==> config.mk <==
export PLATFORM = sky130hd
export DESIGN_NAME = pmg_top
export DESIGN_NICKNAME = d
export VERILOG_FILES = /design/src/pmg_pkg.sv /design/src/pmg_gate_if.sv /design/src/pmg_gate_mux.sv /design/src/pmg_top.sv
export SDC_FILE = /design/constraint.sdc
export NUM_CORES = 1
export LEC_CHECK = 0
export BUFFER_PORTS_ARGS = -buffer_cell sky130_fd_sc_hd__buf_2
export CAP_MARGIN = 20
export CORE_AREA = 2 2 56 58
export DETAILED_ROUTE_END_ITERATION = 6
export DIE_AREA = 0 0 58 60
export PLACE_DENSITY = 0.73
export SETUP_SLACK_MARGIN = 0.5
export SYNTH_ARGS = -nofsm -noshare
export SYNTH_HDL_FRONTEND = slang
export SYNTH_SLANG_ARGS = --single-unit
==> constraint.sdc <==
create_clock -name clk -period 1.8 [get_ports clk]
set_input_delay 0.27 -clock clk [delete_from_list [all_inputs] [get_ports clk]]
set_output_delay 0.27 -clock clk [all_outputs]
set_load 0.02 [all_outputs]
==> src/pmg_pkg.sv <==
// Constants, register map and helpers for the periodic modulation gate.
// Assumes a single 40 MHz clock and an 8-bit register port.
package pmg_pkg;

   localparam int unsigned PMG_DATA_W = 8;
   localparam int unsigned PMG_SRC_W = 4;

   // Register indices on the plain register port
   localparam logic [3:0] PMG_CTRL_OFS = 4'h0;
   localparam logic [3:0] PMG_STAT_OFS = 4'h1;
   localparam logic [3:0] PMG_CNT_OFS = 4'h2;

   // Control register fields
   localparam int unsigned PMG_EN_BIT = 7;
   localparam int unsigned PMG_POL_BIT = 6;
   localparam int unsigned PMG_SOFT_BIT = 5;
   localparam int unsigned PMG_SRC_LSB = 0;
   localparam logic [7:0] PMG_CTRL_RST = 8'h00;
   localparam logic [7:0] PMG_CTRL_WMASK = 8'hef;

   // Status register fields
   localparam int unsigned PMG_ST_ACTIVE_BIT = 0;
   localparam int unsigned PMG_ST_LEVEL_BIT = 1;
   localparam int unsigned PMG_ST_RSVD_NOW_BIT = 2;
   localparam int unsigned PMG_ST_RSVD_SEEN_BIT = 3;

   localparam logic [7:0] PMG_CNT_RST = 8'h00;

   // Source selector codes
   typedef enum logic [3:0] {
      PMG_SRC_SOFT = 4'b0000,
      PMG_SRC_CMP4 = 4'b0100,
      PMG_SRC_CAPTURE_COMPARE_UNIT_2 = 4'b0110,
      PMG_SRC_EXT = 4'b1000,
      PMG_SRC_RSVD_LO = 4'b1100
   } pmg_src_t;

   // Gate law shared by hardware and software sources
   function automatic logic pmg_active(input logic en, input logic pol,
                                        input logic lvl);
      pmg_active = !en || (lvl ^ pol);
   endfunction : pmg_active

   function automatic logic pmg_hit(input logic [3:0] addr,
                                     input logic [3:0] ofs);
      pmg_hit = (addr == ofs);
   endfunction : pmg_hit

endpackage : pmg_pkg

==> src/pmg_gate_if.sv <==
// Carrier between the register side and the source multiplexer.
// Assumes both ends sit in the same clock domain.
`timescale 1ns/1ps
`default_nettype none
interface pmg_gate_if;
   logic enable;
   logic polarity;
   logic soft_level;
   logic [3:0] source_select;
   logic source_level;
   logic unit_active;
   logic reserved_code;

   modport ctl (
      output enable, polarity, soft_level, source_select,
      input source_level, unit_active, reserved_code
   );
   modport mux (
      input enable, polarity, soft_level, source_select,
      output source_level, unit_active, reserved_code
   );
endinterface : pmg_gate_if
`default_nettype wire

==> src/pmg_gate_mux.sv <==
// Source selection and gate law for the modulation gate.
// Assumes source inputs are already synchronous to the clock.
`timescale 1ns/1ps
`default_nettype none
module pmg_gate_mux
   import pmg_pkg::*;
(
   pmg_gate_if.mux gi, // Control fields in, gate result out
   input wire logic external_modulation_input, // External pin level
   input wire logic capture_compare_unit_2, // Capture-compare unit 2 output
   input wire logic synced_comparator4_output // Synced comparator 4 output
);

   always_comb begin
      case (gi.source_select)
         PMG_SRC_SOFT: gi.source_level = gi.soft_level;
         PMG_SRC_CMP4: gi.source_level = synced_comparator4_output;
         PMG_SRC_CAPTURE_COMPARE_UNIT_2: gi.source_level = capture_compare_unit_2;
         PMG_SRC_EXT: gi.source_level = external_modulation_input;
         // Codes without a known source give a low source level
         default: gi.source_level = 1'b0;
      endcase
   end

   // Soft level reaches the gate only through code 0000 above
   assign gi.unit_active = pmg_active(gi.enable, gi.polarity,
                                      gi.source_level);

   assign gi.reserved_code = (gi.source_select >= PMG_SRC_RSVD_LO);

endmodule : pmg_gate_mux
`default_nettype wire

==> src/pmg_top.sv <==
// Periodic modulation gate for one switch-mode PWM unit.
// Assumes a 40 MHz clock, synchronous source inputs and a plain
// register port with read data one cycle after the read strobe.
// Function
// - Enabled, polarity set: unit active only while selected source is low.
// - Enabled, polarity clear: unit active only while selected source is high.
// - Enabled with selector 0000: level comes from the software bit.
// - Software level: bit set active at polarity 0, clear at polarity 1.
// - Software bit ignored by the gate when disabled, and at both outputs when selector is not 0000.
// - Selector is a 4-bit field in control bits 3 to 0.
// - Code 1000 external pin, 0110 capture unit 2, 0100 comparator 4.
`timescale 1ns/1ps
`default_nettype none
module pmg_top
   import pmg_pkg::*;
#(
   parameter int unsigned ADDR_W = 4
)
(
   input wire logic clk, // 40 MHz clock
   input wire logic rst_b, // Asynchronous reset, active low
   input wire logic [ADDR_W-1:0] reg_addr, // Register index
   input wire logic [7:0] reg_wdata, // Write data
   input wire logic reg_wr, // Write strobe
   input wire logic reg_rd, // Read strobe
   output logic [7:0] reg_rdata, // Read data, cycle after strobe
   input wire logic external_modulation_input, // External modulation pin
   input wire logic capture_compare_unit_2, // Capture-compare unit 2
   input wire logic synced_comparator4_output, // Synced comparator 4
   output logic switch_mode_pwm_unit_active, // Gate to the PWM unit
   output logic modulation_level // Selected source level
);

   typedef struct packed {
      logic [7:0] ctrl;
      logic [7:0] rdata;
      logic active;
      logic level;
      logic rsvd_seen;
      logic [7:0] act_count;
   } pmg_state_t;

   localparam pmg_state_t PMG_STATE_RST = '{
      ctrl: PMG_CTRL_RST,
      rdata: 8'h00,
      active: 1'b1,
      level: 1'b0,
      rsvd_seen: 1'b0,
      act_count: PMG_CNT_RST
   };

   pmg_state_t st_q;
   pmg_state_t st_d;

   pmg_gate_if gi ();

   logic [3:0] addr4;
   logic hit_ctrl;
   logic hit_stat;
   logic hit_cnt;
   logic addr_in_map;
   logic [7:0] status_word;

   // Upper index bits must be zero for a hit
   assign addr_in_map = (ADDR_W <= 4) ? 1'b1 :
                        ((reg_addr >> 4) == '0);
   assign addr4 = 4'(reg_addr);
   assign hit_ctrl = addr_in_map && pmg_hit(addr4, PMG_CTRL_OFS);
   assign hit_stat = addr_in_map && pmg_hit(addr4, PMG_STAT_OFS);
   assign hit_cnt = addr_in_map && pmg_hit(addr4, PMG_CNT_OFS);

   // Control fields fan out to the multiplexer
   assign gi.enable = st_q.ctrl[PMG_EN_BIT];
   assign gi.polarity = st_q.ctrl[PMG_POL_BIT];
   assign gi.soft_level = st_q.ctrl[PMG_SOFT_BIT];
   assign gi.source_select =
      st_q.ctrl[PMG_SRC_LSB +: PMG_SRC_W];

   pmg_gate_mux u_mux (
      .gi(gi.mux),
      .external_modulation_input(external_modulation_input),
      .capture_compare_unit_2(capture_compare_unit_2),
      .synced_comparator4_output(synced_comparator4_output)
   );

   always_comb begin
      status_word = 8'h00;
      status_word[PMG_ST_ACTIVE_BIT] = st_q.active;
      status_word[PMG_ST_LEVEL_BIT] = st_q.level;
      status_word[PMG_ST_RSVD_NOW_BIT] = gi.reserved_code;
      status_word[PMG_ST_RSVD_SEEN_BIT] = st_q.rsvd_seen;
   end

   always_comb begin
      st_d = st_q;

      // Control write; bit 4 is not stored and reads as zero
      if (reg_wr && hit_ctrl) begin
         st_d.ctrl = reg_wdata & PMG_CTRL_WMASK;
      end

      // Gate and level are registered so the outputs come from flops
      st_d.active = gi.unit_active;
      st_d.level = gi.source_level;

      // Reserved selector is tolerated but remembered for software;
      // a fresh sighting wins over a clear in the same cycle
      if (reg_wr && hit_stat && reg_wdata[PMG_ST_RSVD_SEEN_BIT]) begin
         st_d.rsvd_seen = 1'b0;
      end
      if (gi.reserved_code) begin
         st_d.rsvd_seen = 1'b1;
      end

      // Count rising edges of the gate; a write clears, and an edge in
      // the same cycle is still counted
      if (reg_wr && hit_cnt) begin
         st_d.act_count = PMG_CNT_RST;
      end
      if (gi.unit_active && !st_q.active) begin
         if (reg_wr && hit_cnt) begin
            st_d.act_count = 8'h01;
         end else begin
            st_d.act_count = st_q.act_count + 8'h01;
         end
      end

      // Read data stands for one cycle only; unmapped reads give zero
      st_d.rdata = 8'h00;
      if (reg_rd) begin
         if (hit_ctrl) begin
            st_d.rdata = st_q.ctrl;
         end else if (hit_stat) begin
            st_d.rdata = status_word;
         end else if (hit_cnt) begin
            st_d.rdata = st_q.act_count;
         end
      end
   end

   always_ff @(posedge clk or negedge rst_b) begin
      if (!rst_b) begin
         st_q <= PMG_STATE_RST;
      end else begin
         st_q <= st_d;
      end
   end

   assign reg_rdata = st_q.rdata;
   assign switch_mode_pwm_unit_active = st_q.active;
   assign modulation_level = st_q.level;

endmodule : pmg_top
`default_nettype wire

==> impl_metrics.yaml, run 1 <==
timing:
  hold_violations: 0
  post-route-period-util: 1.02
  grt_setup_unrepaired: "yes"
  setup_viol: 5
  max_freq_mhz: 545
  slew_headroom: 0.628
  maxSlewViolCount: 0
  min_period_ps: 1830
  fin_ws_ps: -34.0
  tightest_slew_ps: 558
  finClkSkew_ps: 3.48
  holdWs_ps: 165
synth:
  yosys_warnings: 0
  yosysTopAreaCellShare: 0.469
  ys_seq_area_frac: 0.489
  avgSynthCellArea_sq_um: 11.2
  synthDistinctLibCells: 37
  ys_seq_elements: 26
  synthTopCellsByArea: "dfrtp_1 47%, mux2_2 5.9%, buf_4 4.5%"
  postSynthNetCount: 139
  synth_cells: 119
  netlist_area_sq_um: 1330
  synth_top_area_cell: "dfrtp_1"
clocking:
  cts_tree: "built"
  insertion_delay_ps: 320
  numCtsBuffers: 3
  cts.sinks: 26
  clk_path_buf_depth: 2
  htree_levels: 1
  clk_pin_slew_ps: 140
  root_buffer: "clkbuf_4"
grt:
  grt.overflow.total: 0
  grtUsageTotal: 0.177
  grt_pass1_vias: 990
  grt_max_degree: 27
  grt_pass1_wl_mm: 4.64
  antenna_found_initial: 0
placement:
  pre_cts_ws_ps: -92.2
  numPortBuffers: 27
  place_area_sq_um: 1510
  dp.cells: 176
  dp_hpwl_mm: 1.92
  place.gp.congestion: 0.857
detailed_routing:
  first_pass_iters: 4
  vias: 1003
  wl_per_cell_um: 14.4
  postRouteAntennaNets: 0
  drt-initial-drc-count: 34
  drc_errors: 0
  wl_mm: 2.65
  vias_per_cell: 5.45
cells_and_area:
  area_delta_synth_final_pct: 21.4
  antennaDiodeCount: 0
  fin_util: 0.558
  finalNonFillerCells: 184
  design_area_sq_um: 1620
  drive_above_1_share: 0.417
  nNetsFinal: 172
critical_path:
  critPathSlowestCell: "dfrtp_1"
  critPathMaxFanout: 5
  cp_num_buf_inv: 0
  crit_type: "flop to flop"
  path_cells: "nand2b_4 -> a2111oi_4 -> nand3b_4 -> a31oi_4 -> a21oi_1 -> a31o_2"
  arrival_ps: 2060
  required_ps: 2030
  start_kind: "flop"
  cpLargestDelayFamily: "compound AO/OA/AOI/OAI gates"
  crit_start: "gi.source_select[2]"
  end_kind: "flop"
  cp_slowest_stage_delay_ps: 440
  r2r_start: "gi.source_select[2]"
die:
  ios: 29
  die_h_um: 60
  rows: 20
  start_util: 0.459
  dieArea_sq_um: 3480
  core-area_sq_um: 2900
  fp.dieW_um: 58
power:
  power.density_nw_per_um2: 1090
  power_frac_comb: 0.292
  p_leak_nw: 0.787
  netSwitchingPower_uw: 564
  swShare: 0.321
  seq_power_share: 0.482
  peakVddDrop_mv: 0.703
  clockPowerShare: 0.226
  intPower_mw: 1.20
run_status:
  status: "complete, but fails checks"
  violations: "setup timing"
job:
  cap_violations: 0
worst_hold_path:
  hp-start: "reg_wdata[1]"
  hold_class: "primary input to flop"
[synthesized netlist by cell type]
library cell	count
nor2b_4	1
xnor2_1	2
a22oi_1	3
mux2_2	7
inv_1	1
a21oi_1	4
nand2b_4	1
dfrtp_1	25
mux2i_1	4
nor3_1	1
clkbuf_2	1
a32oi_1	1
and4_1	1
nand4_1	2
nand3b_2	1
nor4b_2	1
and2_2	1
o21ai_0	6
nor4_1	1
nand2_1	13
a31o_2	2
nor3b_2	1
o21bai_1	1
nor2_1	5
nand3_1	5
nand2b_1	4
a2111oi_4	1
a21bo_2	1
dfstp_2	1
a311oi_1	1
buf_4	8
ha_1	1
and3_1	3
nor2b_1	4
a31oi_4	1
a22o_2	1
and2_1	2
[path summary, 6_finish.rpt]
| check | end | slack [ps] | depth (start not counted) |
|---|---|---|---|
| worst max-delay path | st_q[2] | -30 | 6 |
| min in group asynchronous | gi.source_select[1] | 490 | 2 |
| max in group asynchronous | switch_mode_pwm_unit_active | 940 | 2 |
| worst min-delay path | gi.source_select[1] | 170 | 2 |
| worst min register to register | st_q[8] | 530 | 1 |
| worst max register to register | st_q[2] | -30 | 6 |
[layer usage]
layer | vias up | GRT usage | routed length, um
li1 | 486 | - | -
met1 | 486 | 0.231 | 1170
met2 | 27 | 0.307 | 1320
met3 | 4 | 0.0260 | 114
met4 | 0 | 0.0498 | 39
met5 | - | 0 | 0
[final cells by class]
type,instances,area (sq um)
clock buffer,3,22.5
tap,33,41.3
sequential,26,652
fill,255,1280
timing repair buffer,36,211
multi-input combinational,84,658
clock inverter,1,30.0
inverter,1,3.75
[power groups by stage]
stage                     Clock [mW]  Sequential [mW]  Combinational (mW)
after floorplan                    0            0.815               0.329
after detailed placement           0            0.860               0.450
after global placement             0            0.850               0.433
after CTS                      0.405            0.846               0.507
after global routing           0.435            0.872               0.567
final                          0.398            0.848               0.513
[what timing repair did]
action                                  4_1_cts  5_1_grt
endpoints found under the setup margin       10       11
hold endpoints to repair                     25        0
cloned                                        1        0
pin swaps                                     2        0
resized for setup                             3        2
setup buffers                                 2        0
hold buffers                                  1        0
[state kept, by name, summed over array words and instances, names as in the netlist]
register and cells:
gi.polarity 1, gi.source_select 4, gi.soft_level 1, modulation_level 1, st_q 9, switch_mode_pwm_unit_active 1, gi.enable 1, reg_rdata 8
[cells by family (layout without fill, tap and decap cells)]
family / count (synthesis) / count (layout) / synth area share
adders and majority gates: 1 / 1 / 0.00938
buffers and inverters: 10 / 41 / 0.0516
muxes: 11 / 11 / 0.0891
DFF: 26 / 26 / 0.489
AOI/OAI and AO/OA: 22 / 23 / 0.138
xor gates and xnor gates: 2 / 2 / 0.0131
and+or+nand+nor: 47 / 47 / 0.210
[through the flow]
stage | power [mW] | TNS [ps]
floorplan | 1.14 | 0
global placement | 1.28 | -77.9
detailed placement | 1.31 | -254
CTS | 1.76 | -103
global route | 1.87 | -872
finish | 1.76 | -79.2
[layout by cell type (no fill, tap or decap), types with 2 or more instances in the layout]
master | Yosys | final
xnor2_1 | 2 | 2
clkbuf_4 | 0 | 3
and2_1 | 2 | 2
and3_1 | 3 | 3
a21oi_1 | 4 | 4
nand3_1 | 5 | 4
nand2b_1 | 4 | 4
a22oi_1 | 3 | 3
mux2_2 | 7 | 7
o21ai_0 | 6 | 6
mux2i_1 | 4 | 4
nor2_1 | 5 | 5
buf_2 | 0 | 26
nand4_1 | 2 | 2
a31o_2 | 2 | 2
nand2_1 | 13 | 13
nor2b_1 | 4 | 4
dfrtp_1 | 25 | 25
buf_4 | 8 | 8
Note: power is estimated with default switching activity, not from simulation.
==> run 2: changes to the inputs <==
Settings changed: CORE_AREA 2 2 56 58 to 8 8 62 64, DIE_AREA 0 0 58 60 to 0 0 70 72, PLACE_DENSITY 0.73 to 0.69.
==> run 2 against run 1 <==
  * Clock power is 27% lower
  * Clock skew is 1.9 ps lower
  * Highest routed layer unchanged
  * Global-route usage is 4.9 points lower
  * Largest power group unchanged
  * The run still ends with setup timing left
==> impl_metrics.yaml, run 2 (synthesis gave the netlist of run 1 again) <==
run_status:
  status: "complete, but fails checks"
  violations: "setup timing"
clocking:
  cts_tree: "built"
  numCtsBuffers: 3
  clk_pin_slew_ps: 140
  cts.sinks: 26
  insertion_delay_ps: 310
  root_buffer: "clkbuf_4"
  htree_levels: 1
  clk_path_buf_depth: 2
timing:
  slew_headroom: 0.610
  finClkSkew_ps: 1.58
  fin_ws_ps: -72.5
  hold_violations: 0
  min_period_ps: 1870
  post-route-period-util: 1.04
  tightest_slew_ps: 584
  holdWs_ps: 175
  maxSlewViolCount: 0
  setup_viol: 5
  max_freq_mhz: 534
  setup-tns-final_ps: -219
  grt_setup_unrepaired: "yes"
grt:
  grtUsageTotal: 0.128
  grt_pass1_wl_mm: 5.33
  grt_max_degree: 27
  grt_pass1_vias: 1151
  antenna_found_initial: 0
  grt.overflow.total: 0
placement:
  pre_cts_ws_ps: -105
  place.gp.congestion: 0.852
  numPortBuffers: 27
  dp_hpwl_mm: 2.18
cells_and_area:
  final_common_cell: "buf_2"
  antennaDiodeCount: 0
  nNetsFinal: 174
  largest_reg_flops: 9
  drive_above_1_share: 0.444
  regMostFlops: "st_q"
  area_delta_synth_final_pct: 24.2
  most-common-layout-cells: "26 x buf_2, 25 x dfrtp_1, 13 x nand2_1"
detailed_routing:
  vias: 1021
  postRouteAntennaNets: 0
  drt-initial-drc-count: 61
  wl_mm: 3.08
  wl_per_cell_um: 16.6
  first_pass_iters: 4
  drc_errors: 0
  vias_per_cell: 5.49
worst_hold_path:
  hold_class: "primary input to flop"
  hold_depth: 2
critical_path:
  required_ps: 2020
  start_kind: "flop"
  critPathMaxFanout: 5
  path_cells: "nand2b_4 -> a2111oi_4 -> buf_4 -> nand3b_4 -> a31oi_4 -> a21oi_1 -> a31o_2"
  cp_num_buf_inv: 1
  path_depth: 7
  cp_slowest_stage_delay_ps: 430
  end_kind: "flop"
  critPathSlowestCell: "dfrtp_1"
  cpLargestDelayFamily: "compound AO/OA/AOI/OAI gates"
  r2r_cells: 7
  arrival_ps: 2090
  crit_type: "flop to flop"
die:
  fp.dieW_um: 70
  ios: 29
  dieArea_sq_um: 5040
  core-area_sq_um: 2900
  die_h_um: 72
  rows: 20
  start_util: 0.459
power:
  power.density_nw_per_um2: 1050
  p_leak_nw: 0.801
  peakVddDrop_mv: 0.647
job:
  cap_violations: 0
## run 2: what timing repair did
item / 4_1_cts / 5_1_grt
setup buffers: 2 / 2
gates resized for setup: 6 / 6
gates cloned: 1 / 0
endpoints found under the hold margin: 25 / 0
hold buffers: 1 / 0
endpoints found under the setup margin: 10 / 11
pin swaps: 7 / 5
## run 2: area by class of cell
class | count | area, sq um
clock buffers | 4 | 36.3
flip-flops and latches | 26 | 652
inverters | 1 | 3.75
fillers | 247 | 1250
well taps | 33 | 41.3
repair buffers | 38 | 234
multi-input cells | 84 | 689
## run 2: worst paths after layout
path	from	endpoint	slack, ps
max	gi.source_select[2]	st_q[2]	-70
min	reg_wdata[7]	gi.enable	170
max reg2reg	gi.source_select[2]	st_q[2]	-70
min reg2reg	st_q[8]	st_q[8]	520
max in group asynchronous	rst_b	st_q[1]	910
min in group asynchronous	rst_b	gi.source_select[2]	510
## run 2: report_power, final
part,internal [mW],switching (mW)
Clock,0.124,0.169
Sequential,0.698,0.152
Combinational,0.319,0.277
Total,1.14,0.598
## run 2: routing by layer
| metal | routed length, um | GRT usage |
|---|---|---|
| met1 | 1230 | 0.146 |
| met4 | 34 | 0.0558 |
| met3 | 166 | 0.0259 |
| met2 | 1650 | 0.225 |
| met5 | 0 | 0 |
## run 2: per-stage QoR
| stage | instances | total power [mW] | cell area [sq um] | utilization |
|---|---|---|---|---|
| floorplan | 119 | 1.14 | 1350 | - |
| global placement | 176 | 1.29 | 1510 | 0.519 |
| detailed placement | 176 | 1.31 | 1510 | 0.519 |
| CTS | 184 | 1.68 | 1610 | 0.554 |
| global route | 186 | 1.85 | 1660 | 0.571 |
| finish | 186 | 1.74 | 1660 | 0.571 |
